## src/csc_pkg.sv

```systemverilog
// constants and carrier types for the compare/call/indexed-move executor
// assumes a core that issues one decoded instruction word per cycle
//
// What this block does
// [RULE1] unsigned file-less-than-working compare, skip, no flags
// [RULE2] compare decodes 0110 000a with 8-bit address
// [RULE3] skip inserts one nop, two for double word
// [RULE4] indirect call pushes pc plus two
// [RULE5] working register loads program counter low byte
// [RULE6] latches load program counter high and upper
// [RULE7] indirect call takes two cycles, second nop
// [RULE8] indirect call never writes shadow registers
// [RULE9] source is pointer two plus 7-bit offset
// [RULE10] destination is 12-bit literal of second word
// [RULE11] both addresses span whole 4096-byte space
// [RULE12] software avoids pc low and stack-top destinations
// [RULE13] move: read source, then write destination
// [RULE14] move occupies two words, offset then destination
// [RULE15] indirect register source reads as zero
// [RULE16] selector zero access bank, one uses bank select
package csc_pkg;
    // ----------------------------------------------------------------
    // encodings
    // ----------------------------------------------------------------
    localparam logic [6:0] CSC_OP_CMPLT = 7'h30; // 0110 000
    localparam logic [15:0] CSC_OP_REGISTER_INDIRECT_SUBROUTINE_JUMP = 16'h0014;
    localparam logic [4:0] CSC_OP_MOVIDX = 5'h16; // 1011 0
    localparam logic [20:0] CSC_PC_STEP = 21'h000002;
    localparam logic [7:0] CSC_ZERO_BYTE = 8'h00;
    // access bank split: low addresses map to bank 0, rest to bank 15
    localparam logic [7:0] CSC_ACCESS_SPLIT = 8'h60;
    localparam logic [3:0] CSC_ACCESS_HIGH_BANK = 4'hF;
    // indirect data register window (addresses that read as zero)
    localparam logic [11:0] CSC_INDIRECT_LO = 12'hFDB;
    localparam logic [11:0] CSC_INDIRECT_HI = 12'hFEF;
    localparam logic [20:0] CSC_PC_RESET = 21'h000000;

    // ----------------------------------------------------------------
    // carrier types
    // ----------------------------------------------------------------
    typedef struct packed {
        logic re;
        logic we;
        logic [11:0] addr;
        logic [7:0] wdata;
    } csc_mem_req_t;

    typedef struct packed {
        logic push;
        logic [20:0] ret_addr;
    } csc_stack_req_t;
endpackage

```

## src/csc_addr_gen.sv

```systemverilog
// address generation for the executor
// assumes pointer and bank values are stable during the cycle
`timescale 1ns/1ps
module csc_addr_gen
    import csc_pkg::*;
(
    input wire logic [7:0] file_addr_in,
    input wire logic access_sel_in,
    input wire logic [3:0] bank_select_in,
    input wire logic [11:0] pointer_two_in,
    input wire logic [6:0] offset_in,
    output logic [11:0] file_full_out,
    output logic [11:0] src_addr_out,
    output logic src_indirect_out
);
    // ------------------------------------------------------------
    // banked and indexed addresses
    // ------------------------------------------------------------
    wire logic low_half = file_addr_in < CSC_ACCESS_SPLIT;
    wire logic [3:0] access_bank = low_half ? 4'h0 : CSC_ACCESS_HIGH_BANK;
    assign file_full_out = {access_sel_in ? bank_select_in : access_bank,
                            file_addr_in}; // RULE16
    assign src_addr_out = pointer_two_in + {5'h00, offset_in}; // RULE9 RULE11
    assign src_indirect_out = (src_addr_out >= CSC_INDIRECT_LO)
                            && (src_addr_out <= CSC_INDIRECT_HI); // RULE15
endmodule // csc_addr_gen

```

## src/csc_exec.sv

```systemverilog
// execution of compare-skip, indirect call and indexed move
// assumes the core presents one word per cycle with a valid strobe
`timescale 1ns/1ps
module csc_exec
    import csc_pkg::*;
(
    input wire logic ref_clk_in,
    input wire logic sys_rst_in,
    input wire logic instr_valid_in,
    input wire logic [15:0] instr_word_in,
    input wire logic next_is_double_in,
    input wire logic [20:0] pc_in,
    input wire logic [7:0] working_register_in,
    input wire logic [7:0] counter_high_latch_in,
    input wire logic [4:0] counter_upper_latch_in,
    input wire logic [3:0] bank_select_register_in,
    input wire logic [11:0] indirect_pointer_two_in,
    input wire logic [7:0] mem_rdata_in,
    output csc_mem_req_t mem_req_out,
    output csc_stack_req_t stack_req_out,
    output logic pc_load_out,
    output logic [20:0] pc_value_out,
    output logic nop_slot_out,
    output logic shadow_write_out,
    output logic flags_write_out,
    output logic busy_out
);
    typedef enum logic [2:0] {
        S_IDLE, S_SKIP1, S_SKIP2, S_CALL2, S_MOVE2
    } csc_state_t;

    csc_state_t state_reg, state_next;
    logic [7:0] data_reg, data_next;
    csc_mem_req_t mem_reg, mem_next;
    csc_stack_req_t stk_reg, stk_next;
    logic pc_load_reg, pc_load_next;
    logic [20:0] pc_val_reg, pc_val_next;
    logic nop_reg, nop_next;
    logic busy_reg, busy_next;

    // ------------------------------------------------------------
    // decode
    // ------------------------------------------------------------
    wire logic idle = state_reg == S_IDLE;
    wire logic go = idle && instr_valid_in;
    wire logic is_cmp = go && instr_word_in[15:9] == CSC_OP_CMPLT; // RULE2
    wire logic is_call = go && instr_word_in == CSC_OP_REGISTER_INDIRECT_SUBROUTINE_JUMP;
    wire logic is_move = go && instr_word_in[15:11] == CSC_OP_MOVIDX; // RULE14
    wire logic [11:0] file_full;
    wire logic [11:0] src_addr;
    wire logic src_ind;
    // unsigned less-than decides the skip
    wire logic less = mem_rdata_in < working_register_in; // RULE1

    csc_addr_gen u_addr (
        .file_addr_in(instr_word_in[7:0]),
        .access_sel_in(instr_word_in[8]),
        .bank_select_in(bank_select_register_in),
        .pointer_two_in(indirect_pointer_two_in),
        .offset_in(instr_word_in[6:0]),
        .file_full_out(file_full),
        .src_addr_out(src_addr),
        .src_indirect_out(src_ind)
    );

    // ------------------------------------------------------------
    // next-state logic
    // ------------------------------------------------------------
    always_comb begin
        state_next = state_reg;
        data_next = data_reg;
        mem_next = '0;
        stk_next = '0;
        pc_load_next = 1'b0;
        pc_val_next = pc_val_reg;
        nop_next = 1'b0;
        case (state_reg)
            S_IDLE: begin
                if (is_cmp) begin
                    mem_next.re = 1'b1;
                    mem_next.addr = file_full;
                    if (less) begin
                        state_next = S_SKIP1; // RULE3
                    end
                end else if (is_call) begin
                    stk_next.push = 1'b1;
                    stk_next.ret_addr = pc_in + CSC_PC_STEP; // RULE4
                    pc_load_next = 1'b1;
                    pc_val_next = {counter_upper_latch_in, counter_high_latch_in,
                                   working_register_in}; // RULE5 RULE6
                    state_next = S_CALL2; // RULE7
                end else if (is_move) begin
                    mem_next.re = 1'b1;
                    mem_next.addr = src_addr;
                    data_next = src_ind ? CSC_ZERO_BYTE : mem_rdata_in; // RULE13 RULE15
                    state_next = S_MOVE2;
                end
            end
            S_SKIP1: begin
                nop_next = 1'b1;
                state_next = next_is_double_in ? S_SKIP2 : S_IDLE; // RULE3
            end
            S_SKIP2: begin
                nop_next = 1'b1;
                state_next = S_IDLE;
            end
            S_CALL2: begin
                nop_next = 1'b1; // RULE7
                state_next = S_IDLE;
            end
            S_MOVE2: begin
                if (instr_valid_in) begin
                    mem_next.we = 1'b1;
                    mem_next.addr = instr_word_in[11:0]; // RULE10
                    mem_next.wdata = data_reg;
                    state_next = S_IDLE;
                end
            end
            default: state_next = S_IDLE;
        endcase
        // busy follows the state about to be entered, so it leaves a flop
        busy_next = state_next != S_IDLE;
    end

    // ------------------------------------------------------------
    // state registers
    // ------------------------------------------------------------
    always_ff @(posedge ref_clk_in or posedge sys_rst_in) begin
        if (sys_rst_in) begin
            state_reg <= S_IDLE;
            data_reg <= 8'h00;
            mem_reg <= '0;
            stk_reg <= '0;
            pc_load_reg <= 1'b0;
            pc_val_reg <= CSC_PC_RESET;
            nop_reg <= 1'b0;
            busy_reg <= 1'b0;
        end else begin
            state_reg <= state_next;
            data_reg <= data_next;
            mem_reg <= mem_next;
            stk_reg <= stk_next;
            pc_load_reg <= pc_load_next;
            pc_val_reg <= pc_val_next;
            nop_reg <= nop_next;
            busy_reg <= busy_next;
        end
    end

    // ------------------------------------------------------------
    // outputs
    // ------------------------------------------------------------
    assign mem_req_out = mem_reg;
    assign stack_req_out = stk_reg;
    assign pc_load_out = pc_load_reg;
    assign pc_value_out = pc_val_reg;
    assign nop_slot_out = nop_reg;
    assign busy_out = busy_reg;
    // no shadow or status writes from these instructions
    assign shadow_write_out = 1'b0; // RULE8
    assign flags_write_out = 1'b0; // RULE1

    // ------------------------------------------------------------
    // checks
    // ------------------------------------------------------------
    property p_call_push;
        @(posedge ref_clk_in) disable iff (sys_rst_in)
        is_call |=> stack_req_out.push && stack_req_out.ret_addr == $past(pc_in) + CSC_PC_STEP;
    endproperty
    a_call_push: assert property (p_call_push) else $error("call push wrong"); // RULE4
    property p_call_pc;
        @(posedge ref_clk_in) disable iff (sys_rst_in)
        is_call |=> pc_load_out && pc_value_out[7:0] == $past(working_register_in)
            && pc_value_out[15:8] == $past(counter_high_latch_in)
            && pc_value_out[20:16] == $past(counter_upper_latch_in);
    endproperty
    a_call_pc: assert property (p_call_pc) else $error("call target wrong"); // RULE5 RULE6
    property p_call_nop;
        @(posedge ref_clk_in) disable iff (sys_rst_in)
        is_call |=> ##1 nop_slot_out ##1 !busy_out;
    endproperty
    a_call_nop: assert property (p_call_nop) else $error("call timing"); // RULE7
    property p_skip;
        @(posedge ref_clk_in) disable iff (sys_rst_in)
        (is_cmp && less) |=> ##1 nop_slot_out;
    endproperty
    a_skip: assert property (p_skip) else $error("skip missing"); // RULE3
    property p_noskip;
        @(posedge ref_clk_in) disable iff (sys_rst_in)
        (is_cmp && !less) |=> !busy_out;
    endproperty
    a_noskip: assert property (p_noskip) else $error("spurious skip"); // RULE1
    property p_cmp_addr;
        @(posedge ref_clk_in) disable iff (sys_rst_in)
        (is_cmp && instr_word_in[8]) |=>
            mem_req_out.addr[11:8] == $past(bank_select_register_in);
    endproperty
    a_cmp_addr: assert property (p_cmp_addr) else $error("bank wrong"); // RULE16
    property p_move_src;
        @(posedge ref_clk_in) disable iff (sys_rst_in)
        is_move |=> mem_req_out.re
            && mem_req_out.addr == $past(indirect_pointer_two_in) + {5'h00, $past(instr_word_in[6:0])};
    endproperty
    a_move_src: assert property (p_move_src) else $error("source wrong"); // RULE9
    property p_move_dst;
        @(posedge ref_clk_in) disable iff (sys_rst_in)
        (state_reg == S_MOVE2 && instr_valid_in) |=>
            mem_req_out.we && mem_req_out.addr == $past(instr_word_in[11:0]);
    endproperty
    a_move_dst: assert property (p_move_dst) else $error("dest wrong"); // RULE10 RULE13
    property p_shadow;
        @(posedge ref_clk_in) disable iff (sys_rst_in)
        !shadow_write_out && !flags_write_out;
    endproperty
    a_shadow: assert property (p_shadow) else $error("shadow write"); // RULE8
    property p_skip2;
        @(posedge ref_clk_in) disable iff (sys_rst_in)
        (state_reg == S_SKIP1 && next_is_double_in) |=> ##1 nop_slot_out;
    endproperty
    a_skip2: assert property (p_skip2) else $error("second skip nop missing"); // RULE3
    property p_move_zero;
        @(posedge ref_clk_in) disable iff (sys_rst_in)
        (is_move && src_ind) |=> data_reg == CSC_ZERO_BYTE;
    endproperty
    a_move_zero: assert property (p_move_zero) else $error("indirect source not zero"); // RULE15
    c_call: cover property (@(posedge ref_clk_in) is_call);
    c_skip2: cover property (@(posedge ref_clk_in) state_reg == S_SKIP2);
    c_move: cover property (@(posedge ref_clk_in) state_reg == S_MOVE2 ##1 mem_req_out.we);
endmodule // csc_exec

```

## config.mk

```make
export PLATFORM = sky130hd
export DESIGN_NAME = csc_exec
export DESIGN_NICKNAME = d
export VERILOG_FILES = /design/src/csc_pkg.sv /design/src/csc_addr_gen.sv /design/src/csc_exec.sv
export SDC_FILE = /design/constraint.sdc
export NUM_CORES = 1
export LEC_CHECK = 0
export BUFFER_PORTS_ARGS = -buffer_cell sky130_fd_sc_hd__buf_2
export CAP_MARGIN = 20
export CORE_MARGIN = 2
export CORE_UTILIZATION = 49
export DETAILED_ROUTE_END_ITERATION = 8
export PLACE_DENSITY = 0.8
export SYNTH_ARGS = -nofsm -noshare
export SYNTH_HDL_FRONTEND = slang
export SYNTH_HIERARCHICAL = 1
export SYNTH_SLANG_ARGS = --single-unit
```

## constraint.sdc

```tcl
create_clock -name ref_clk_in -period 2.85 [get_ports ref_clk_in]
set_clock_uncertainty 0.1 [all_clocks]
set_input_delay 0.4275 -clock ref_clk_in [delete_from_list [all_inputs] [get_ports ref_clk_in]]
set_output_delay 0.4275 -clock ref_clk_in [all_outputs]
set_load 0.02 [all_outputs]
```

==> results.py <==
metrics = {
    "clock_network": {
        "clockBufferDepth": 2,
        "cts_buffers": 9,
        "htree_levels": 3,
        "clockRootBuffer": "clkbuf_8",
        "cts_tree": "yes",
        "clk_pin_slew_worst_paths_ns": 0.09,
        "clock-sinks": 78,
        "clkLatencyLatePin_ns": 0.33,
    },
    "timing": {
        "rsz0062_at_grt": "false",
        "maxSlewViolCount": 0,
        "worst_slew_pin_slew_ns": 0.771,
        "min_period_ns": 2.57,
        "max-slew-margin-rel_pct": 48.4,
        "fin_crit_sh_pct": 90.0,
        "fin_setup_tns_ns": 0,
        "hold_viol_final": 0,
        "setup_violations": 0,
        "timing.fmax_mhz": 390,
        "setup_slack_ns": 0.284,
        "hold_ws_ns": 0.199,
    },
    "finish": {
        "n_antenna_cell": 0,
        "area_delta_synth_final_pct": 26.0,
        "layout-drive-gt1-share_pct": 39.0,
        "largest_reg_flops": 22,
        "fin_util_pct": 64.7,
        "instances_no_fill": 617,
        "final_area_mm2": 0.00505,
        "final_nets": 612,
    },
    "hold_path": {
        "whs_path_depth": 2,
        "hp-class": "input port to flop",
        "whs_endpoint": "pc_value_out[13]",
        "hp-start": "counter_high_latch_in[5]",
    },
    "critical_path": {
        "slowest_stage": "fa_1",
        "crit_path_cell_trace": "buf_2 -> ha_1 -> fa_1 -> nand4_1 -> nand3_1 -> a21oi_1 -> xnor2_1 -> nand3_1 -> nor3b_2 -> buf_4 -> nor2b_1 -> mux2_2",
        "cpPeakStageDelay_ns": 0.43,
        "cp-end-kind": "flop",
        "critPathKind": "input port to flop",
        "path_max_fanout": 8,
        "cp_common_cell": "nand3_1",
        "r2r_slack_ns": 0.79,
        "rr_worst_depth": 5,
        "cp-start-kind": "input port",
        "reg2reg_to": "pc_value_out[2]",
        "reg2reg_from": "state_reg[2]",
        "crit_arrival_ns": 2.68,
        "required_ns": 2.96,
    },
    "routing": {
        "drt-initial-drc-count": 111,
        "first_pass_iters": 4,
        "via_count": 3279,
        "via_per_inst": 5.31,
        "drt_wl_total_um": 9270,
        "antenna_left": 0,
        "drc": 0,
        "wl_per_cell_um": 15.0,
    },
    "logic_synthesis": {
        "synth_cell_type_count": 51,
        "ys_seq_area_share_pct": 48.7,
        "ys_ff_latch": 78,
        "synth_compound_area_share_pct": 8.84,
        "synth_edf_count": 0,
        "ys.flop_type": "dfrtp_1",
        "synth.mux.area_fraction_pct": 8.40,
        "synth_top_area_cell": "dfrtp_1",
        "synth.area.top_cells": "dfrtp_1 49%, ha_1 4.7%, mux2_1 4.2%",
        "synth-xor-area-share_pct": 5.43,
        "synth_area_per_cell_um2": 11.1,
        "yosysTopAreaCellShare_pct": 48.7,
        "ys_async_sr_fraction_pct": 100,
        "yosys_warnings": 6,
        "synth.most_common_cell": "dfrtp_1",
        "netlist_top_cells_count": "78 x dfrtp_1, 28 x nor2_1, 23 x and2_1",
        "synthAdderAreaFrac_pct": 5.18,
        "synth_top_family_by_area": "simple AND/OR/NAND/NOR gates",
        "syn_area_mm2": 0.00401,
        "syn_inst": 360,
        "yosys.area_share.simple_pct": 17.8,
    },
    "place": {
        "numPortBuffers": 153,
        "dp.cells": 600,
        "place_ws_ns": -0.0168,
        "dpl.hpwl_um": 7150,
        "placed_cell_area_mm2": 0.00481,
        "globalplace.congestion": 0.905,
    },
    "floorplan": {
        "start_util_pct": 51.3,
        "io_pins": 156,
        "die_area_mm2": 0.00892,
        "die_h_um": 94.4,
        "rows": 32,
        "die_w_um": 94.4,
        "core_area_mm2": 0.00781,
    },
    "flow_run": {
        "drv_cap": 0,
    },
    "pwr": {
        "p_int_mw": 1.79,
        "p_sw_share_pct": 25.6,
        "ir_worst_vdd_v": 0.000265,
        "pwr-share-comb_pct": 13.5,
        "power.density_mw_per_mm2": 476,
        "power_mw": 2.40,
        "clkPwrFrac_pct": 38.9,
        "power_switching_mw": 0.615,
        "power_leakage_nw": 2.78,
        "seq_power_share_pct": 47.6,
    },
    "global_route": {
        "grt_pass1_wl_um": 14800,
        "grt_max_degree": 59,
        "grtUsageTotal_pct": 21.2,
        "grt_pass1_vias": 3241,
        "antenna_found_initial": 0,
        "overflow": 0,
    },
    "run_status": {
        "status": "complete, no violations",
    },
}
cell families after synthesis:
kind of cell             Yosys count
buffers and inverters             39
other                              1
flip-flops                        78
AO/OA/AOI/OAI                     49
adder cells (fa/ha/maj)           16
XOR/XNOR                          24
AND/OR/NAND/NOR                  123
multiplexers                      30
cell type report:
class	count	area (µm²)
fill	659	2760
sequential	78	1950
multi-input combinational	244	1840
timing repair buffer	161	841
tap	102	128
clock buffer	9	124
clock inverter	7	105
inverter	16	66.3
routing by layer:
metal | part of all wire, % | up-vias | wire length (µm) | global-route usage, %
li1 | - | 1568 | - | -
met1 | 41 | 1580 | 3820 | 24.9
met2 | 52 | 122 | 4780 | 39.6
met3 | 6.1 | 9 | 565 | 4.47
met4 | 1.2 | 0 | 115 | 4.95
met5 | 0 | - | 0 | 0
worst max path at each step:
stage | from | endpoint
finish | instr_word_in[0] | data_reg[5]
global route | instr_word_in[0] | data_reg[5]
CTS | instr_word_in[0] | data_reg[5]
detailed placement | instr_word_in[0] | data_reg[7]
global placement | instr_word_in[0] | data_reg[7]
floorplan | indirect_pointer_two_in[4] | data_reg[7]
critical path: cells and delay by family:
kind	cells	cell delay, ns
xor+xnor	1	0.17
compound gates	1	0.18
fa+ha+maj	2	0.64
buf+inv	2	0.31
mux	1	0.26
simple gates	5	0.68
power groups by stage:
stage,registers (mW),logic (mW),clock network (mW)
6_report,1.14,0.324,0.934
5_1_grt,1.15,0.361,1.01
4_1_cts,1.14,0.325,0.953
3_5_place_dp,1.17,0.322,0
3_3_place_gp,1.16,0.309,0
2_1_floorplan,1.17,0.191,0
cell usage in the layout, fill, tap and decap left out, types with 13 or more instances in the layout:
master and n:
a21oi_1 14, a221o_1 13, and2_1 23, buf_2 153, dfrtp_1 78, ha_1 15, inv_1 14, mux2_1 15
mux2_2 14, nand3_1 17, nor2_1 28
repair_timing:
| item | in CTS | in global routing |
|---|---|---|
| gates resized for setup | 0 | 0 |
| setup buffers | 0 | 0 |
| hold buffers | 1 | 0 |
| endpoints found under the hold margin | 20 | 0 |
(Power assumes the default switching activity.)
